$ cat config.mk
export PLATFORM = sky130hd
export DESIGN_NAME = btsb_exec
export DESIGN_NICKNAME = d
export VERILOG_FILES = /design/src/hw/btsb_pkg.sv /design/src/hw/btsb_exec.sv
export SDC_FILE = /design/constraint.sdc
export NUM_CORES = 1
export LEC_CHECK = 0
export ABC_AREA = 1
export BUFFER_PORTS_ARGS = -buffer_cell sky130_fd_sc_hd__buf_2
export CAP_MARGIN = 20
export CORE_MARGIN = 8
export CORE_UTILIZATION = 40
export CTS_BUF_LIST = sky130_fd_sc_hd__clkbuf_2
export DETAILED_ROUTE_END_ITERATION = 10
export HOLD_SLACK_MARGIN = 0.15
export PLACE_DENSITY = 0.67
export SLEW_MARGIN = 5
export SYNTH_ARGS = -nofsm -noshare
export SYNTH_HDL_FRONTEND = slang
export SYNTH_SLANG_ARGS = --single-unit
export TNS_END_PERCENT = 30
$ cat constraint.sdc
create_clock -name MCLK -period 11.9 [get_ports MCLK]
set_clock_uncertainty 0.1 [all_clocks]
set_input_delay 2.38 -clock MCLK [delete_from_list [all_inputs] [get_ports MCLK]]
set_output_delay 2.38 -clock MCLK [all_outputs]
set_load 0.03 [all_outputs]
$ cat src/hw/btsb_pkg.sv
// Package for the bit-test skip and flag branch execution unit.
// Assumes a core that presents one decoded instruction at a time.
package btsb_pkg;
  localparam int PC_W        = 16;
  localparam int OFF_W       = 7;
  localparam int SEL_W       = 3;
  localparam int IO_ADDR_W   = 6;
  localparam int GPR_ADDR_W  = 5;
  localparam int SKIP_ONE_WD = 2;
  localparam int SKIP_TWO_WD = 3;
  localparam int CYC_FALSE   = 1;
  localparam int CYC_BRANCH  = 2;
  localparam logic [PC_W-1:0] PC_RESET = 16'h0000;

  typedef enum logic [2:0] {
    BTSB_OP_NONE,
    BTSB_OP_SKIP_REG_BIT_SET,
    BTSB_OP_SKIP_IO_BIT_CLEAR,
    BTSB_OP_SKIP_IO_BIT_SET,
    BTSB_OP_BRANCH_FLAG_SET,
    BTSB_OP_BRANCH_FLAG_CLEAR
  } btsb_op_t;

  typedef enum logic [1:0] {
    BTSB_ST_IDLE,
    BTSB_ST_WAIT
  } btsb_state_t;

  // One decoded instruction as the core hands it over
  typedef struct packed {
    btsb_op_t               op;
    logic [SEL_W-1:0]       bit_sel;
    logic [IO_ADDR_W-1:0]   io_addr;
    logic [GPR_ADDR_W-1:0]  gpr_addr;
    logic signed [OFF_W-1:0] offset;
    logic                   next_two_words;
  } btsb_instr_t;

  typedef struct packed {
    btsb_state_t      state;
    logic [PC_W-1:0]  pc;
    logic [1:0]       wait_cnt;
    logic             done;
    logic             taken;
    logic [1:0]       cycles;
  } btsb_regs_t;
endpackage

$ cat src/hw/btsb_exec.sv
// Execution unit for bit-test skips and status flag branches.
// Assumes register and I/O reads answer combinationally on the same clock.
// What this block does
// - Register bit one skips next instruction, PC plus two or three, flags untouched.
// - I/O register bit zero skips next instruction, PC plus two or three, no flags.
// - I/O register bit one skips next instruction, PC plus two or three, no flags.
// - Chosen status flag one loads PC with PC plus offset plus one.
// - Chosen status flag zero loads PC with PC plus offset plus one.
`timescale 1ns/1ps
module btsb_exec
  import btsb_pkg::*;
(
  input  wire logic                  MCLK,
  input  wire logic                  SYS_RST,
  input  wire logic                  INSTR_VALID,
  input  wire btsb_instr_t           INSTR,
  output logic                       INSTR_READY,
  output logic [GPR_ADDR_W-1:0]      GPR_ADDR,
  input  wire logic [7:0]            GPR_DATA,
  output logic [IO_ADDR_W-1:0]       IO_ADDR,
  input  wire logic [7:0]            IO_DATA,
  input  wire logic [7:0]            STATUS_FLAGS,
  output logic [PC_W-1:0]            PC,
  output logic                       DONE,
  output logic                       TAKEN,
  output logic [1:0]                 CYCLES
);

  // Whole state of the unit in one struct, registered in one place
  btsb_regs_t           r_reg;
  btsb_regs_t           r_next;

  // Decode results, all combinational from the presented instruction
  logic                 accept;
  logic                 cond;
  logic                 is_br;
  logic [PC_W-1:0]      pc_step;
  logic [1:0]           cost;
  logic [1:0]           extra;

  // Selects one bit of an 8-bit value by the bit-select operand
  function automatic logic pick_bit(
    input logic [7:0]       v,
    input logic [SEL_W-1:0] s
  );
    pick_bit = v[s];
  endfunction

  // True for the two flag branches
  function automatic logic is_branch(input btsb_op_t o);
    is_branch = (o == BTSB_OP_BRANCH_FLAG_SET) ||
                (o == BTSB_OP_BRANCH_FLAG_CLEAR);
  endfunction

  // True for the three bit-test skips
  function automatic logic is_skip(input btsb_op_t o);
    is_skip = (o == BTSB_OP_SKIP_REG_BIT_SET) ||
              (o == BTSB_OP_SKIP_IO_BIT_CLEAR) ||
              (o == BTSB_OP_SKIP_IO_BIT_SET);
  endfunction

  // Offset is two's complement; widen by its sign bit so backward branches wrap
  function automatic logic [PC_W-1:0] sext_off(input logic [OFF_W-1:0] k);
    sext_off = {{(PC_W-OFF_W){k[OFF_W-1]}}, k};
  endfunction

  // Words jumped by a taken skip, which is also its cycle cost
  function automatic logic [1:0] skip_words(input logic two);
    if (two) begin
      skip_words = 2'(SKIP_TWO_WD);
    end else begin
      skip_words = 2'(SKIP_ONE_WD);
    end
  endfunction

  // Operand addresses go straight out so the register files answer in the same cycle
  assign GPR_ADDR    = INSTR.gpr_addr;
  assign IO_ADDR     = INSTR.io_addr;
  assign INSTR_READY = (r_reg.state == BTSB_ST_IDLE);

  // An empty slot is not an instruction and must not move the counter
  assign accept = INSTR_VALID &&
                  (r_reg.state == BTSB_ST_IDLE) &&
                  (INSTR.op != BTSB_OP_NONE);

  always_comb begin
    cond = 1'b0;
    case (INSTR.op)
      BTSB_OP_SKIP_REG_BIT_SET: begin
        cond = pick_bit(GPR_DATA, INSTR.bit_sel);
      end
      BTSB_OP_SKIP_IO_BIT_CLEAR: begin
        cond = !pick_bit(IO_DATA, INSTR.bit_sel);
      end
      BTSB_OP_SKIP_IO_BIT_SET: begin
        cond = pick_bit(IO_DATA, INSTR.bit_sel);
      end
      BTSB_OP_BRANCH_FLAG_SET: begin
        cond = pick_bit(STATUS_FLAGS, INSTR.bit_sel);
      end
      BTSB_OP_BRANCH_FLAG_CLEAR: begin
        cond = !pick_bit(STATUS_FLAGS, INSTR.bit_sel);
      end
      default: begin
        cond = 1'b0;
      end
    endcase
  end

  // Counter step and cost; a false condition always costs one cycle and one word
  always_comb begin
    is_br   = is_branch(INSTR.op);
    pc_step = PC_W'(1);
    cost    = 2'(CYC_FALSE);
    extra   = 2'd0;
    if (cond) begin
      if (is_br) begin
        pc_step = sext_off(INSTR.offset) + PC_W'(1);
        cost    = 2'(CYC_BRANCH);
      end else if (is_skip(INSTR.op)) begin
        pc_step = PC_W'(skip_words(INSTR.next_two_words));
        cost    = skip_words(INSTR.next_two_words);
      end
      extra = cost - 2'd1;
    end
  end

  // Status flags are only read here, never written, so no flag side effect exists
  always_comb begin
    r_next      = r_reg;
    r_next.done = 1'b0;
    case (r_reg.state)
      BTSB_ST_IDLE: begin
        if (accept) begin
          r_next.pc     = r_reg.pc + pc_step;
          r_next.taken  = cond;
          r_next.cycles = cost;
          if (cond) begin
            // Taken paths stall the core for the extra cycles before reporting
            r_next.state    = BTSB_ST_WAIT;
            r_next.wait_cnt = extra - 2'd1;
          end else begin
            r_next.done = 1'b1;
          end
        end
      end
      BTSB_ST_WAIT: begin
        if (r_reg.wait_cnt == 2'd0) begin
          r_next.state = BTSB_ST_IDLE;
          r_next.done  = 1'b1;
        end else begin
          r_next.wait_cnt = r_reg.wait_cnt - 2'd1;
        end
      end
      default: begin
        r_next.state = BTSB_ST_IDLE;
      end
    endcase
  end

  // Synchronous reset; the core restarts from the reset vector and reports nothing
  always_ff @(posedge MCLK) begin
    if (SYS_RST) begin
      r_reg <= '{
        state:    BTSB_ST_IDLE,
        pc:       PC_RESET,
        wait_cnt: 2'd0,
        done:     1'b0,
        taken:    1'b0,
        cycles:   2'd0
      };
    end else begin
      r_reg <= r_next;
    end
  end

  assign PC     = r_reg.pc;
  assign DONE   = r_reg.done;
  assign TAKEN  = r_reg.taken;
  assign CYCLES = r_reg.cycles;

endmodule

==> impl_metrics.env, run 1 <==
export IMPL_post_drt_via_cell_ratio=4.65
export IMPL_hold_path_startpoint="CYCLES[0]$_SDFFE_PP0P_"
export IMPL_start_kind="primary input"
export IMPL_drtIter0Drc=89
export IMPL_drive_gt1_frac=0.218
export IMPL_cts_setup_buffers=0
export IMPL_path_buf_inv=7
export IMPL_final_hold_viol_count=0
export IMPL_clk_pin_slew_worst_paths_ns=0.23
export IMPL_cts_tree="yes"
export IMPL_die_h_um=92.4
export IMPL_mostFrequentLayoutCells="nand2_1 (74), inv_1 (67), buf_2 (61)"
export IMPL_synth_edff_count=0
export IMPL_layout_setup_ws_ns=6.10
export IMPL_cts_num_sinks=23
export IMPL_status="finished, final reports clean"
export IMPL_async_flop_share=0
export IMPL_place_area_um2=2460
export IMPL_clk_latency_ns=0.34
export IMPL_ys_ff_latch=23
export IMPL_wire_per_inst_um=11.4
export IMPL_nets=473
export IMPL_slew_viol_final=0
export IMPL_whs_path_depth=2
export IMPL_rsz0062_at_grt="false"
export IMPL_period_minus_slack_ns=5.80
export IMPL_dp_hpwl_um=4510
export IMPL_antenna_cells=0
export IMPL_die_w_um=92.4
export IMPL_synth_area_um2=2330
export IMPL_finalSetupViolCount=0
export IMPL_fmax_mhz=172
export IMPL_wl_met1_um=2540
export IMPL_synth_fp_nets=444
export IMPL_cpLargestDelayFamily="compound AO/OA/AOI/OAI gates"
export IMPL_std_cell_rows=28
export IMPL_post_cts_resized=0
export IMPL_fin_crit_sh=0.487
export IMPL_vias=2253
export IMPL_io_buffers=61
export IMPL_area_growth_pct=6.43
export IMPL_synth_largest_area_cell="dfxtp_1"
export IMPL_reg2reg_depth=17
export IMPL_cts_buffer_depth=2
export IMPL_yosys_warnings=0
export IMPL_cp_startpoint="INSTR[19]"
export IMPL_wl_um=5520
export IMPL_power_density_nw_per_um2=80.6
export IMPL_io_pins=84
export IMPL_grt_max_degree=23
export IMPL_antenna_found_initial=0
export IMPL_grt_pass1_vias=2202
export IMPL_max_stage_delay_ns=0.23
export IMPL_p_leak_nw=1.46
export IMPL_final_common_cell="nand2_1"
export IMPL_htreeDepth=1
export IMPL_syn_area_per_cell_um2=6.13
export IMPL_wl_met2_um=2540
export IMPL_maxCapViolations=0
export IMPL_holdBufCountCts=0
export IMPL_synth_top_area_frac=0.197
export IMPL_pre_cts_slack_ns=5.76
export IMPL_grt_usage=0.131
export IMPL_final_setup_tns_ns=0
export IMPL_largest_reg_flops=16
export IMPL_cts_inserted_buffers=3
export IMPL_crit_path_frequent_cell="nand2_1"
export IMPL_design_area_um2=2480
export IMPL_hold_path_class="reg2reg"
export IMPL_peakVddDrop_uv=36.4
export IMPL_top_layer="met4"
export IMPL_yosysUniqueCellTypes=36
export IMPL_post_route_drc_count=0
export IMPL_design_core_area_um2=5780
export IMPL_cp_required_ns=12.09
export IMPL_wl_met3_um=377
export IMPL_cts_root_buf="clkbuf_2"
export IMPL_synth_seq_area_share=0.197
export IMPL_end_kind="flip-flop"
export IMPL_tightestPinTransition_ns=0.610
export IMPL_overflow=0
export IMPL_globalplace_congestion=0.830
export IMPL_crit_cells=34
export IMPL_critPathMaxFanout=14
export IMPL_ant_nets=0
export IMPL_synthCells=381
export IMPL_ys_top_cells_by_area="dfxtp_1 (20%), nand2_1 (12%), inv_1 (11%), buf_4 (9.3%), nor2_1 (6.3%)"
export IMPL_yosys_most_used_dff="dfxtp_1"
export IMPL_slew_headroom=0.589
export IMPL_design_die_area_um2=8540
export IMPL_cp_slowest_cell="a31oi_1"
export IMPL_grt_pass1_wl_um=9490
export IMPL_initial_core_util=0.404
export IMPL_dr_pass1_iters=4
export IMPL_arrival_ns=5.98
export IMPL_finalPower_uw=200
export IMPL_critical_path_class="in2reg"
export IMPL_num_fill_cells=639
export IMPL_r2r_start="PC[0]$_SDFFE_PP0P_"
power breakdown:
part | internal (mW) | switching (mW)
combinational | 0.0270 | 0.0505
clock | 0.00762 | 0.0257
sequential | 0.0837 | 0.00588
tightest hold or removal path, stage by stage (launching register included):
cell and delay, ns:
dfxtp_1 0.36, nand2_1 0.06, a21oi_1 0.05
synth_stat cells (3+ instances only):
cell,number
inv_1,67
inv_2,4
buf_6,3
nand2_2,8
nor2_1,39
nand4_1,5
clkbuf_1,4
ha_1,10
o21ai_1,3
a21oi_1,20
nand3_1,26
nand2_1,74
dfxtp_1,23
nor2_2,4
buf_4,29
o21ai_0,23
xor2_1,12
kinds of logic (layout without fill, tap and decap cells):
family | after synthesis | in the layout | share of synthesized area
buf+inv | 110 | 138 | 0.234
fa+ha+maj | 11 | 11 | 0.0622
compound gates | 59 | 59 | 0.142
simple gates | 163 | 163 | 0.305
xor+xnor | 15 | 15 | 0.0595
flops | 23 | 23 | 0.197
path summary, 6_finish.rpt:
check	slack [ns]	end
setup / recovery	6.10	PC[14]$_SDFFE_PP0P_
hold / removal	0.38	CYCLES[0]$_SDFFE_PP0P_
setup reg to reg	9.37	PC[14]$_SDFFE_PP0P_
hold reg to reg	0.38	CYCLES[0]$_SDFFE_PP0P_
per-layer routing:
metal / track usage / vias up
li1: - / 1217
met1: 0.155 / 964
met2: 0.227 / 68
met3: 0.0324 / 4
met4: 0.0362 / 0
met5: 0 / -
through the flow:
| stage | utilization | hold slack, ns | cells |
|---|---|---|---|
| finish | 0.430 | 0.383 | 484 |
| global route | 0.430 | 0.405 | 484 |
| CTS | 0.430 | 0.389 | 484 |
| detailed placement | 0.426 | 0.359 | 480 |
| global placement | 0.426 | 0.352 | 480 |
| floorplan | - | 0.339 | 381 |
final cells by class:
cell class / count / area (um^2) / area share
flip-flops and latches: 23 / 460 / 0.185
clock inverters: 1 / 5.00 / 0.00201
inverters: 72 / 270 / 0.109
clock buffers: 3 / 15.0 / 0.00604
multi-input cells: 248 / 1330 / 0.534
well taps: 75 / 93.8 / 0.0378
repair buffers: 62 / 313 / 0.126
No activity file was read; power rests on OpenSTA's default activity.
==> run 2, diff against run 1 <==
--- a/config.mk
+++ b/config.mk
@@ -13,7 +13,7 @@
 export CTS_BUF_LIST = sky130_fd_sc_hd__clkbuf_2
 export DETAILED_ROUTE_END_ITERATION = 10
 export HOLD_SLACK_MARGIN = 0.15
-export PLACE_DENSITY = 0.67
+export PLACE_DENSITY = 0.69
 export SLEW_MARGIN = 5
 export SYNTH_ARGS = -nofsm -noshare
 export SYNTH_HDL_FRONTEND = slang
==> constraint.sdc (replaced) <==
create_clock -name MCLK -period 5.1 [get_ports MCLK]
set_clock_uncertainty 0.1 [all_clocks]
set_input_delay 1.02 -clock MCLK [delete_from_list [all_inputs] [get_ports MCLK]]
set_output_delay 1.02 -clock MCLK [all_outputs]
set_load 0.03 [all_outputs]
==> run 2 against run 1 <==
Compared with the run above: clock-buffer cell count unchanged; final cell count stayed put; worst setup slack lost 5.4 ns; utilization stayed put; sequential share of layout area unchanged; first-iteration DRC count down 1.1%; non-clock buffer count unchanged; flip-flop and latch count unchanged; combinational power increased by 130%; via count is 1.1% higher; critical path type unchanged; critical endpoint is now PC[12]$_SDFFE_PP0P_; largest cell class unchanged; largest power group unchanged; highest routed layer unchanged.
==> impl_metrics.env, run 2 (synthesis gave the netlist of run 1 again) <==
export IMPL_status="finished, final reports clean"
export IMPL_arrival_ns=4.58
export IMPL_final_common_cell="nand2_1"
export IMPL_clk_pin_slew_worst_paths_ns=0.24
export IMPL_drtIter0Drc=88
export IMPL_drive_gt1_frac=0.218
export IMPL_whs_ns=0.387
export IMPL_switching_power_uw=190
export IMPL_design_area_um2=2480
export IMPL_critPathMaxFanout=6
export IMPL_antenna_cells=0
export IMPL_design_die_area_um2=8540
export IMPL_clkPwrFrac=0.167
export IMPL_wire_per_inst_um=11.0
export IMPL_largest_reg_flops=16
export IMPL_mostFrequentLayoutCells="nand2_1 (74), inv_1 (67), buf_2 (61)"
export IMPL_finalPower_uw=466
export IMPL_pre_cts_slack_ns=0.339
export IMPL_ant_nets=0
export IMPL_nets=473
export IMPL_tightestPinTransition_ns=0.673
export IMPL_initial_core_util=0.404
export IMPL_power_share_combinational=0.385
export IMPL_finalSetupViolCount=0
export IMPL_internal_power_uw=276
export IMPL_place_area_um2=2460
export IMPL_fin_cells=484
export IMPL_critical_path_class="in2reg"
export IMPL_cts_inserted_buffers=3
export IMPL_die_h_um=92.4
export IMPL_period_minus_slack_ns=4.39
export IMPL_maxCapViolations=0
export IMPL_end_kind="flip-flop"
export IMPL_vias=2277
export IMPL_holdBufCountCts=0
export IMPL_register_area_um2=460
export IMPL_antenna_found_initial=0
export IMPL_cts_tree="yes"
export IMPL_cts_buffer_depth=2
export IMPL_fin_crit_sh=0.860
export IMPL_rsz0062_at_grt="false"
export IMPL_cts_root_buf="clkbuf_2"
export IMPL_num_fill_cells=617
export IMPL_p_leak_nw=1.46
export IMPL_area_growth_pct=6.43
export IMPL_start_kind="primary input"
export IMPL_overflow=0
export IMPL_io_buffers=61
export IMPL_grt_pass1_wl_um=9100
export IMPL_cp_required_ns=5.29
export IMPL_io_pins=84
export IMPL_post_drt_via_cell_ratio=4.70
export IMPL_dp_hpwl_um=4440
export IMPL_post_cts_resized=0
export IMPL_final_hold_viol_count=0
export IMPL_std_cell_rows=28
export IMPL_dp_cells=480
export IMPL_dr_pass1_iters=4
export IMPL_multi_input_area_um2=1330
export IMPL_die_w_um=92.4
export IMPL_clk_latency_ns=0.34
export IMPL_htreeDepth=1
export IMPL_grt_usage=0.123
export IMPL_slew_viol_final=0
export IMPL_post_route_drc_count=0
export IMPL_wl_um=5310
export IMPL_slew_headroom=0.546
export IMPL_grt_max_degree=23
export IMPL_grt_pass1_vias=2181
export IMPL_cts_setup_buffers=0
export IMPL_swShare=0.408
export IMPL_layout_setup_ws_ns=0.712
export IMPL_cts_num_sinks=23
export IMPL_hold_path_class="reg2reg"
export IMPL_p_seq_frac=0.448
export IMPL_finish_utilization=0.430
export IMPL_final_setup_tns_ns=0
export IMPL_design_core_area_um2=5780
export IMPL_power_density_nw_per_um2=188
export IMPL_peakVddDrop_uv=85.9
export IMPL_fmax_mhz=228
export IMPL_globalplace_congestion=0.848
-- run 2: worst paths after layout --
check,startpoint,end,depth (start not counted),slack [ns]
setup / recovery,INSTR[23],PC[12]$_SDFFE_PP0P_,27,0.71
hold / removal,CYCLES[0]$_SDFFE_PP0P_,CYCLES[0]$_SDFFE_PP0P_,2,0.39
setup reg to reg,PC[0]$_SDFFE_PP0P_,PC[14]$_SDFFE_PP0P_,17,2.60
hold reg to reg,CYCLES[0]$_SDFFE_PP0P_,CYCLES[0]$_SDFFE_PP0P_,2,0.39
-- run 2: layout make-up --
class                           count  share of cell area
Clock buffer                        3             0.00604
Clock inverter                      1             0.00201
Inverter                           72               0.109
Multi-Input combinational cell    248               0.534
Sequential cell                    23               0.185
Tap cell                           75              0.0378
Timing Repair Buffer               62               0.126
-- run 2: worst max-delay path, stage by stage --
cell	delay (ns)
buf_2	0.12
inv_1	0.09
nand2_1	0.09
o21ai_0	0.55
nand2_1	0.22
a21oi_1	0.19
inv_1	0.07
a21oi_1	0.17
o21ai_0	0.12
ha_1	0.21
inv_1	0.07
fa_1	0.20
inv_1	0.05
a31oi_1	0.23
o21bai_1	0.09
a21oi_1	0.20
nor2_1	0.06
o21ai_0	0.21
nand2_1	0.07
nand2_1	0.10
o21ai_2	0.08
nand2_1	0.09
nand2_1	0.05
nand2_1	0.06
nand3_1	0.06
nand2_1	0.08
inv_1	0.03
-- run 2: power groups by stage --
stage	clock (mW)	sequential [mW]	combinational, mW
after floorplan	0	0.211	0.161
after global placement	0	0.212	0.179
after detailed placement	0	0.213	0.180
after CTS	0.0806	0.209	0.181
after global routing	0.0873	0.211	0.204
final	0.0780	0.209	0.179
-- run 2: per-layer routing --
metal,share of wire,GRT usage,vias up
met5,0,0,-
met4,0.011,0.0376,0
met3,0.069,0.0307,4
met2,0.47,0.221,60
met1,0.45,0.141,994
li1,-,-,1219
